==> src/hdl/lin_regs_cfg.svh <==
// offsets, field positions and timing figures of the lin control and status registers
`ifndef LIN_REGS_CFG_SVH
`define LIN_REGS_CFG_SVH

`define LIN_CTRL_ADDR      8'h08
`define LIN_STAT_ADDR      8'h09
`define LIN_REG_RESET      8'h00

`define CTRL_STOP_BIT      7
`define CTRL_SLEEP_BIT     6
`define CTRL_DIR_BIT       5
`define CTRL_DATA_ACKNOWLEDGE_BIT     4
`define CTRL_INTERRUPT_CLEAR_STROBE_BIT    3
`define CTRL_ERROR_CLEAR_STROBE_BIT    2
`define CTRL_WAKEUP_REQUEST_BIT    1
`define CTRL_START_REQUEST_BIT     0

`define IDLE_TIMEOUT_S     4
`define CLK_HZ             100000000
`define IDLE_CNT_W         29

`endif

==> src/hdl/lin_regs_pkg.sv <==
// types shared by the lin control and status register block
package lin_regs_pkg;

  // events and levels reported by the lin bit engine
  typedef struct packed {
    logic bus_active;    // activity seen on the bus
    logic break_det;     // one-cycle pulse, break field detected
    logic frame_busy;    // a transmission is pending or in progress
    logic frame_done;    // one-cycle pulse, transmission complete
    logic bus_error;     // one-cycle pulse, any bus error
    logic sleep_frame;   // one-cycle pulse, sleep-command frame received
    logic wakeup_rx;     // one-cycle pulse, wakeup signal received
    logic wakeup_sent;   // one-cycle pulse, wakeup signal transmitted
    logic data_request;  // one-cycle pulse, data identifier received
    logic irq;           // one-cycle pulse, interrupt event
  } lin_events_t;

  // commands and levels driven to the lin bit engine
  typedef struct packed {
    logic frame_start;   // one-cycle pulse, begin a frame
    logic halt;          // level, ignore traffic until next break
    logic direction;     // level, 1 transmit 0 receive
    logic data_ack;      // one-cycle pulse, data transfer acknowledged
    logic wakeup_send;   // level, send wakeup until wakeup_sent
    logic error_clear;   // one-cycle pulse, clear error detail register
    logic sleep_mode;    // level, device is in sleep
  } lin_cmds_t;

endpackage
==> src/hdl/lin_control_status_regs.sv <==
// control and status registers of the lin controller behind the indirect address/data pair
`timescale 1ns/10ps
`include "lin_regs_cfg.svh"

////////////////////////////////////////////////////////////////////////////////
// Overview of operation
// - slave stop write blocks traffic until break
// - stop, interrupt-clear, error-clear read as zero
// - slave sleep bit enters sleep on frame/timeout
// - slave sleep clear: wakeup interrupt leaves sleep
// - direction bit: 1 transmit, 0 receive
// - data acknowledge clears itself
// - interrupt-clear strobe clears pending interrupt flag
// - error-clear strobe clears status and error detail
// - wakeup request sends wakeup, self-clears after
// - master start request begins frame transmission
// - start request clears on completion or error
// - activity bit follows bus activity
// - slave idle flag after four idle seconds
// - slave abort on early break or stop write
// - abort clears on non-interrupting break
// - all bits reset zero, status read-only
// - done clears at start, sets at finish
// - error sticky until error-clear strobe
// - role bit gates slave-only, master-only bits
module lin_control_status_regs
  import lin_regs_pkg::*;
#(
  parameter int unsigned IDLE_CYCLES = `IDLE_TIMEOUT_S * `CLK_HZ
) (
  input  wire logic        clk,          // system clock, 100 MHz
  input  wire logic        resetn,       // synchronous reset, active low
  input  wire logic        addr_wr,      // write strobe of the indirect address register
  input  wire logic        data_wr,      // write strobe of the indirect data register
  input  wire logic [7:0]  wdata,        // write data for either strobe
  input  wire logic        master_mode,  // role select, 1 master 0 slave
  input  wire lin_events_t events,       // events from the lin bit engine
  output logic      [7:0]  addr_q,       // indirect address register
  output logic      [7:0]  rdata_q,      // register selected by addr_q
  output lin_cmds_t        cmds_q        // commands to the lin bit engine
);

  ////////////////////////////////////////////////////////////////////////////
  // decode
  logic ctrl_wr;
  logic slave_mode;
  logic stop_wr;
  logic interrupt_clear_strobe_wr;
  logic error_clear_strobe_wr;
  logic data_acknowledge_wr;
  logic wakeup_request_wr;
  logic start_request_wr;
  logic idle_hit;

  // control storage
  logic sleep_q;
  logic dir_q;
  logic data_acknowledge_q;
  logic wakeup_request_q;
  logic start_request_q;
  logic halt_q;
  // status storage
  logic active_q;
  logic idle_q;
  logic abort_q;
  logic data_request_flag_q;
  logic int_q;
  logic error_q;
  logic wakeup_q;
  logic done_q;
  logic sleep_mode_q;
  logic [`IDLE_CNT_W-1:0] idle_cnt_q;

  assign slave_mode = !master_mode;
  assign ctrl_wr    = data_wr && (addr_q == `LIN_CTRL_ADDR);
  // slave-only and master-only bits are gated by the role
  assign stop_wr    = ctrl_wr && slave_mode && wdata[`CTRL_STOP_BIT];
  assign data_acknowledge_wr   = ctrl_wr && slave_mode && wdata[`CTRL_DATA_ACKNOWLEDGE_BIT];
  assign start_request_wr   = ctrl_wr && master_mode && wdata[`CTRL_START_REQUEST_BIT];
  assign interrupt_clear_strobe_wr  = ctrl_wr && wdata[`CTRL_INTERRUPT_CLEAR_STROBE_BIT];
  assign error_clear_strobe_wr  = ctrl_wr && wdata[`CTRL_ERROR_CLEAR_STROBE_BIT];
  assign wakeup_request_wr  = ctrl_wr && wdata[`CTRL_WAKEUP_REQUEST_BIT];
  assign idle_hit   = (idle_cnt_q == `IDLE_CNT_W'(IDLE_CYCLES - 1));

  ////////////////////////////////////////////////////////////////////////////
  // indirect address
  always_ff @(posedge clk) begin
    if (!resetn) begin
      addr_q <= `LIN_REG_RESET;
    end else if (addr_wr) begin
      addr_q <= wdata;
    end
  end

  ////////////////////////////////////////////////////////////////////////////
  // read mux; status register has no write path
  always_ff @(posedge clk) begin
    if (!resetn) begin
      rdata_q <= `LIN_REG_RESET;
    end else if (addr_q == `LIN_CTRL_ADDR) begin
      rdata_q <= {1'b0, sleep_q, dir_q, data_acknowledge_q, 1'b0, 1'b0, wakeup_request_q, start_request_q};
    end else if (addr_q == `LIN_STAT_ADDR) begin
      rdata_q <= {active_q, idle_q, abort_q, data_request_flag_q,
                  int_q, error_q, wakeup_q, done_q};
    end else begin
      rdata_q <= `LIN_REG_RESET;
    end
  end

  ////////////////////////////////////////////////////////////////////////////
  // plain read/write control bits
  always_ff @(posedge clk) begin
    if (!resetn) begin
      sleep_q <= 1'b0;
      dir_q   <= 1'b0;
    end else if (ctrl_wr) begin
      if (slave_mode) begin
        sleep_q <= wdata[`CTRL_SLEEP_BIT];
      end
      dir_q <= wdata[`CTRL_DIR_BIT];
    end
  end

  // self-clearing bits: a write setting the bit beats the hardware clear
  always_ff @(posedge clk) begin
    if (!resetn) begin
      data_acknowledge_q <= 1'b0;
    end else if (data_acknowledge_wr) begin
      data_acknowledge_q <= 1'b1;
    end else begin
      data_acknowledge_q <= 1'b0;
    end
  end

  always_ff @(posedge clk) begin
    if (!resetn) begin
      wakeup_request_q <= 1'b0;
    end else if (wakeup_request_wr) begin
      wakeup_request_q <= 1'b1;
    end else if (events.wakeup_sent) begin
      wakeup_request_q <= 1'b0;
    end
  end

  always_ff @(posedge clk) begin
    if (!resetn) begin
      start_request_q <= 1'b0;
    end else if (start_request_wr) begin
      start_request_q <= 1'b1;
    end else if (events.frame_done || events.bus_error) begin
      start_request_q <= 1'b0;
    end
  end

  always_ff @(posedge clk) begin
    if (!resetn) begin
      halt_q <= 1'b0;
    end else if (stop_wr) begin
      halt_q <= 1'b1;
    end else if (events.break_det) begin
      halt_q <= 1'b0;
    end
  end

  ////////////////////////////////////////////////////////////////////////////
  // engine commands
  always_ff @(posedge clk) begin
    if (!resetn) begin
      cmds_q <= '0;
    end else begin
      cmds_q.frame_start <= start_request_wr;
      cmds_q.halt        <= halt_q || stop_wr;
      cmds_q.direction   <= dir_q;
      cmds_q.data_ack    <= data_acknowledge_wr;
      cmds_q.wakeup_send <= wakeup_request_q || wakeup_request_wr;
      cmds_q.error_clear <= error_clear_strobe_wr;
      cmds_q.sleep_mode  <= sleep_mode_q;
    end
  end

  ////////////////////////////////////////////////////////////////////////////
  // sleep state, slave only
  always_ff @(posedge clk) begin
    if (!resetn) begin
      sleep_mode_q <= 1'b0;
    end else if (master_mode) begin
      sleep_mode_q <= 1'b0;
    end else if (sleep_mode_q) begin
      if ((!sleep_q && events.wakeup_rx) || events.wakeup_sent) begin
        sleep_mode_q <= 1'b0;
      end
    end else if (sleep_q && (events.sleep_frame || idle_hit)) begin
      sleep_mode_q <= 1'b1;
    end
  end

  // idle counter runs while the bus is quiet, awake, in slave mode and not yet flagged idle
  always_ff @(posedge clk) begin
    if (!resetn) begin
      idle_cnt_q <= '0;
    end else if (master_mode || events.bus_active || sleep_mode_q || idle_q) begin
      idle_cnt_q <= '0;
    end else begin
      idle_cnt_q <= idle_cnt_q + `IDLE_CNT_W'(1);
    end
  end

  always_ff @(posedge clk) begin
    if (!resetn) begin
      idle_q <= 1'b0;
    end else if (master_mode || events.bus_active || sleep_mode_q) begin
      idle_q <= 1'b0;
    end else if (idle_hit) begin
      idle_q <= 1'b1;
    end
  end

  ////////////////////////////////////////////////////////////////////////////
  // status flags; hardware sets win over clears
  always_ff @(posedge clk) begin
    if (!resetn) begin
      active_q <= 1'b0;
    end else begin
      active_q <= events.bus_active;
    end
  end

  always_ff @(posedge clk) begin
    if (!resetn) begin
      abort_q <= 1'b0;
    end else if (master_mode) begin
      abort_q <= 1'b0;
    end else if (stop_wr || (events.break_det && events.frame_busy)) begin
      abort_q <= 1'b1;
    end else if (events.break_det) begin
      abort_q <= 1'b0;
    end
  end

  always_ff @(posedge clk) begin
    if (!resetn) begin
      data_request_flag_q <= 1'b0;
    end else if (events.data_request && slave_mode) begin
      data_request_flag_q <= 1'b1;
    end else if (data_acknowledge_wr || stop_wr) begin
      data_request_flag_q <= 1'b0;
    end
  end

  always_ff @(posedge clk) begin
    if (!resetn) begin
      int_q <= 1'b0;
    end else if (events.irq) begin
      int_q <= 1'b1;
    end else if (interrupt_clear_strobe_wr) begin
      int_q <= 1'b0;
    end
  end

  always_ff @(posedge clk) begin
    if (!resetn) begin
      error_q <= 1'b0;
    end else if (events.bus_error) begin
      error_q <= 1'b1;
    end else if (error_clear_strobe_wr) begin
      error_q <= 1'b0;
    end
  end

  always_ff @(posedge clk) begin
    if (!resetn) begin
      wakeup_q <= 1'b0;
    end else if (events.wakeup_rx || wakeup_request_q) begin
      wakeup_q <= 1'b1;
    end else if (start_request_wr || events.break_det) begin
      wakeup_q <= 1'b0;
    end
  end

  always_ff @(posedge clk) begin
    if (!resetn) begin
      done_q <= 1'b0;
    end else if (events.frame_done) begin
      done_q <= 1'b1;
    end else if (start_request_wr || events.break_det) begin
      done_q <= 1'b0;
    end
  end

  ////////////////////////////////////////////////////////////////////////////
  // checks
  halt_set_a: assert property (@(posedge clk) disable iff (!resetn)
    stop_wr |=> halt_q ##1 cmds_q.halt)
    else $error("halt not raised after stop write");

  strobe_reads_a: assert property (@(posedge clk) disable iff (!resetn)
    (addr_q == `LIN_CTRL_ADDR) && $stable(addr_q) |=> (rdata_q[7] == 1'b0)
      && (rdata_q[3] == 1'b0) && (rdata_q[2] == 1'b0))
    else $error("write-only strobe read back nonzero");

  sleep_enter_a: assert property (@(posedge clk) disable iff (!resetn)
    slave_mode && sleep_q && !sleep_mode_q && events.sleep_frame |=> sleep_mode_q)
    else $error("sleep not entered after sleep frame");

  dir_follow_a: assert property (@(posedge clk) disable iff (!resetn)
    ctrl_wr |=> ##1 (cmds_q.direction == $past(wdata[`CTRL_DIR_BIT], 2)))
    else $error("direction command does not follow write");

  data_acknowledge_pulse_a: assert property (@(posedge clk) disable iff (!resetn)
    data_acknowledge_q && !data_acknowledge_wr |=> !data_acknowledge_q)
    else $error("data acknowledge not self-cleared");

  int_clear_a: assert property (@(posedge clk) disable iff (!resetn)
    interrupt_clear_strobe_wr && !events.irq |=> !int_q)
    else $error("interrupt flag survived clear strobe");

  err_clear_a: assert property (@(posedge clk) disable iff (!resetn)
    error_clear_strobe_wr && !events.bus_error |=> !error_q && cmds_q.error_clear)
    else $error("error clear strobe had no effect");

  start_request_end_a: assert property (@(posedge clk) disable iff (!resetn)
    start_request_q && !start_request_wr && (events.frame_done || events.bus_error) |=> !start_request_q)
    else $error("start request not returned to zero");

  active_follow_a: assert property (@(posedge clk) disable iff (!resetn)
    1'b1 |=> (active_q == $past(events.bus_active)))
    else $error("activity bit does not track bus");

  abort_set_a: assert property (@(posedge clk) disable iff (!resetn)
    slave_mode && events.break_det && events.frame_busy |=> abort_q)
    else $error("abort not set on early break");

  done_cycle_a: assert property (@(posedge clk) disable iff (!resetn)
    start_request_wr && !events.frame_done |=> !done_q)
    else $error("done not cleared at frame start");

  master_gate_a: assert property (@(posedge clk) disable iff (!resetn)
    slave_mode && !start_request_q |=> !start_request_q)
    else $error("start request set in slave mode");

endmodule // lin_control_status_regs

==> config.mk <==
export PLATFORM = sky130hd
export DESIGN_NAME = lin_control_status_regs
export DESIGN_NICKNAME = d
export VERILOG_FILES = /design/src/hdl/lin_regs_pkg.sv /design/src/hdl/lin_control_status_regs.sv
export VERILOG_INCLUDE_DIRS = /design/src /design/src/hdl
export SDC_FILE = /design/constraint.sdc
export NUM_CORES = 1
export LEC_CHECK = 0
export ABC_AREA = 1
export ABC_CLOCK_PERIOD_IN_PS = 1200
export BUFFER_PORTS_ARGS = -buffer_cell sky130_fd_sc_hd__buf_2
export CAP_MARGIN = 0
export CELL_PAD_IN_SITES_DETAIL_PLACEMENT = 1
export CELL_PAD_IN_SITES_GLOBAL_PLACEMENT = 2
export CORE_MARGIN = 2
export CORE_UTILIZATION = 29
export CTS_BUF_LIST = sky130_fd_sc_hd__clkbuf_2
export DETAILED_ROUTE_END_ITERATION = 10
export GPL_ROUTABILITY_DRIVEN = 1
export PLACE_DENSITY_LB_ADDON = 0.1
export SYNTH_ARGS = -nofsm -noshare
export SYNTH_HDL_FRONTEND = slang
export SYNTH_SLANG_ARGS = --single-unit
==> constraint.sdc <==
create_clock -name clk -period 1.2 [get_ports clk]
set_input_delay 0.18 -clock clk [delete_from_list [all_inputs] [get_ports clk]]
set_output_delay 0.18 -clock clk [all_outputs]
set_load 0.005 [all_outputs]
==> run_results.csv <==
group,metric,value,unit
global_routing,grt_pass1_wl,15500,um
power,seqPwrFrac,0.515,
floorplan,core,9730,um2
global_routing,grt-ovfl-total,0,
finish,antenna_cells,0,
worst_setup_path,cp-start-kind,"flip-flop",
worst_setup_path,criticalPathCategory,"reg2reg",
worst_setup_path,max_stage_delay,410,ps
yosys,ys_warn_count,0,
placed_design,hpwl,6600,um
worst_setup_path,r2r-start,"idle_cnt_q[0]",
timing,fin_crit,1410,ps
outcome,status,"finished with violations",
timing,max_slew.worst_pin.slew,337,ps
clock_tree,cts.clk_slew.worst_paths,230,ps
yosys,synth_top_area_frac,0.458,
global_routing,grt_usage,0.179,
drt,num_vias,3180,
clock_tree,cts_sinks,66,
timing,post-route-period-util,1.18,
floorplan,start_util,0.296,
placed_design,place_ws,-220,ps
timing,rsz0062_at_grt,"yes",
outcome,failed_checks,"negative setup slack",
clock_tree,htreeDepth,3,
min_path,min_from,"resetn",
timing,final-setup-viol-count,59,
timing,finalWorstSetupSlack,-213,ps
drt,ant_nets,0,
floorplan,die_w,104,um
worst_setup_path,worst-r2r-cell-count,9,
yosys,synth_area_leaders,"dfxtp_1, nand2_1, nor2_1",
clock_tree,clk_path_buf_depth,2,
power,swShare,0.272,
power,internal-power,3190,uW
floorplan,io_pins,46,
worst_setup_path,slowest_stage,"dfxtp_4",
worst_setup_path,crit_fanout,5,
power,power.density,881,nW/um2
yosys,synthAdderAreaFrac,0.00434,
floorplan,die_h,104,um
yosys,syn-cell-area,2880,um2
yosys,synth_top_family_by_area,"simple AND/OR/NAND/NOR gates",
worst_setup_path,cp_cell_sequence,"ha_4, nand2_4, nor2_4, inv_2, nor2_4, nand2_2, buf_6, buf_6, a21oi_2",
global_routing,grt_pass1_vias,3161,
yosys,synth-edff-count,0,
finish,fillers,1192,
worst_setup_path,arrival,1890,ps
drt,routedWlPerCell,14.8,um
power,clkPwrFrac,0.375,
global_routing,grt_max_degree,18,
power,p_switching,1190,uW
power,combPwrFrac,0.110,
timing,slew_violations,0,
timing,maxSlewHeadroom,0.775,
timing,fin_skew,28.7,ps
placed_design,io_buffers,45,
power,ir_worst_vdd,467,uV
clock_tree,cts-buffers-inserted,9,
worst_setup_path,cp-end-kind,"flip-flop",
power,leakage,0.00203,uW
drt,dr.pass1.iters,4,
finish,final_nets,591,
floorplan,die-area,10800,um2
yosys,synth-compound-area-share,0.115,
drt,drc,0,
drt,via_per_inst,4.51,
global_routing,grt_antenna_before_repair,0,
worst_setup_path,reg2reg_to,"idle_cnt_q[18]",
yosys,yosysSeqAreaShare,0.458,
finish,drive_above_1_share,0.524,
yosys,ys_async_sr_fraction,0,
yosys,synthCells,403,
clock_tree,cts-root-buf,"clkbuf_2",
min_path,hold_path_class,"in2reg",
yosys,synth_area_per_cell,7.16,um2
drt,wl,10400,um
timing,fmax,0.708,GHz
min_path,hold_path_end,"addr_q[0]",
worst_setup_path,reg2reg_setup_slack,-210,ps
drt,drt_iter0_markers,71,
yosys,synth.distinct_cells,29,
worst_setup_path,required,1680,ps
yosys,synth_nets,427,
finish,finish.utilization,0.510,
yosys,synth_xor_area_frac,0.00607,
timing,hold_violations,0,
min_path,holdPathStages,4,
yosys,synthMuxAreaShare,0,
finish,syn_to_final_growth,72.2,%
placed_design,place_congestion,0.777,
clock_tree,tritoncts,"done",
yosys,yosysTopAreaCell,"dfxtp_1",
yosys,synth_seq_cells,66,
yosys,synth-simple-area-share,0.328,
run,maxCapViolCount,0,
floorplan,num_rows,36,
yosys,synth_ff_type,"dfxtp_1",
clock_tree,worstSkewPairLatency,520,ps
-- metrics by stage --
stage	setup TNS (ps)	power [uW]	hold WS [ps]	area (um2)	instances
2_1_floorplan	-105	2430	269	2920	403
3_3_place_gp	-2890	2580	390	3700	631
3_5_place_dp	-3970	2590	394	3700	631
4_1_cts	-4450	4350	42.1	4440	682
5_1_grt	-12640	4600	33.5	4970	705
6_report	-6420	4370	79.7	4970	705
-- sequential cells by signal, summed over array words and instances, names as in the netlist, 6 cells and up --
signal and count:
rdata_q 8, addr_q 8, idle_cnt_q 29, cmds_q 6
-- cells in the final DEF, fill, tap and decap left out, types with 9 or more instances in the layout --
cell type / n
o21ai_2: 10
dlygate4sd3_1: 23
nand2_1: 61
nor2_1: 39
nor2_2: 16
buf_4: 64
dfxtp_2: 30
clkbuf_2: 9
nand3_1: 16
a21oi_1: 27
buf_6: 30
buf_2: 36
o21ai_0: 10
inv_1: 42
inv_2: 11
dfxtp_1: 28
nand2_2: 20
nor2_4: 20
-- worst max-delay path by stage --
stage,start,to,cells past startpoint
after floorplan,idle_cnt_q[1],idle_cnt_q[20],9
after global placement,addr_q[5],wakeup_q,6
after detailed placement,idle_cnt_q[1],idle_cnt_q[20],9
after CTS,idle_cnt_q[1],idle_cnt_q[20],9
after global routing,addr_q[7],sleep_q,7
final,idle_cnt_q[0],idle_cnt_q[18],9
-- metal layers --
layer	share of wire	global-route usage
met1	0.49	0.249
met2	0.48	0.290
met3	0.028	0.0296
met4	0.0080	0.0444
met5	0	0
-- logic make-up (layout without fill, tap and decap cells) --
logic type / Yosys count / in the layout
xor+xnor: 2 / 2
simple gates: 206 / 206
compound gates: 65 / 65
fa+ha+maj: 1 / 1
buf+inv: 63 / 232
flops: 66 / 66
-- power groups by stage --
| stage | registers (uW) | clock network, uW | logic, uW |
|---|---|---|---|
| after floorplan | 2300 | 0 | 124 |
| after global placement | 2300 | 0 | 279 |
| after detailed placement | 2300 | 0 | 282 |
| after CTS | 2260 | 1690 | 401 |
| after global routing | 2260 | 1820 | 520 |
| final | 2250 | 1640 | 480 |
-- area by class of cell --
| type | count | area [um2] | area share |
|---|---|---|---|
| multi-input combinational | 274 | 1710 | 0.345 |
| sequential | 66 | 1390 | 0.280 |
| timing repair buffer | 157 | 1310 | 0.264 |
| inverter | 57 | 229 | 0.0461 |
| tap | 133 | 166 | 0.0335 |
| clock inverter | 7 | 100 | 0.0202 |
| clock buffer | 9 | 45.0 | 0.00907 |
| timing repair inverter | 2 | 15.0 | 0.00302 |
-- worst max-delay path: cells and delay by family (launching register included) --
family	cells	cell delay, ps
AO/OA/AOI/OAI	1	90
adder cells (fa/ha/maj)	1	150
buffers and inverters	3	300
flip-flops	1	410
AND/OR/NAND/NOR	4	420
-- timing repair --
item                                   in CTS  in global routing
endpoints found under the hold margin      26                  0
setup buffers                              12                 21
hold buffers                               23                  0
cloned                                      0                  3
setup endpoints to repair                  61                 75
pin swaps                                  32                 33
resized for setup                         103                107
-- cells in the mapped netlist (2+ instances only) --
| cell | instances |
|---|---|
| nand4_1 | 8 |
| nand3b_1 | 3 |
| nor2_2 | 3 |
| clkbuf_1 | 2 |
| inv_1 | 54 |
| a21oi_1 | 35 |
| nor2_4 | 4 |
| nor3_1 | 9 |
| o21ai_0 | 28 |
| nand3_1 | 20 |
| buf_6 | 2 |
| inv_2 | 3 |
| nor2_1 | 68 |
| nand2_1 | 83 |
| nand2_2 | 2 |
| dfxtp_1 | 66 |
No activity file was read; power rests on OpenSTA's default activity.
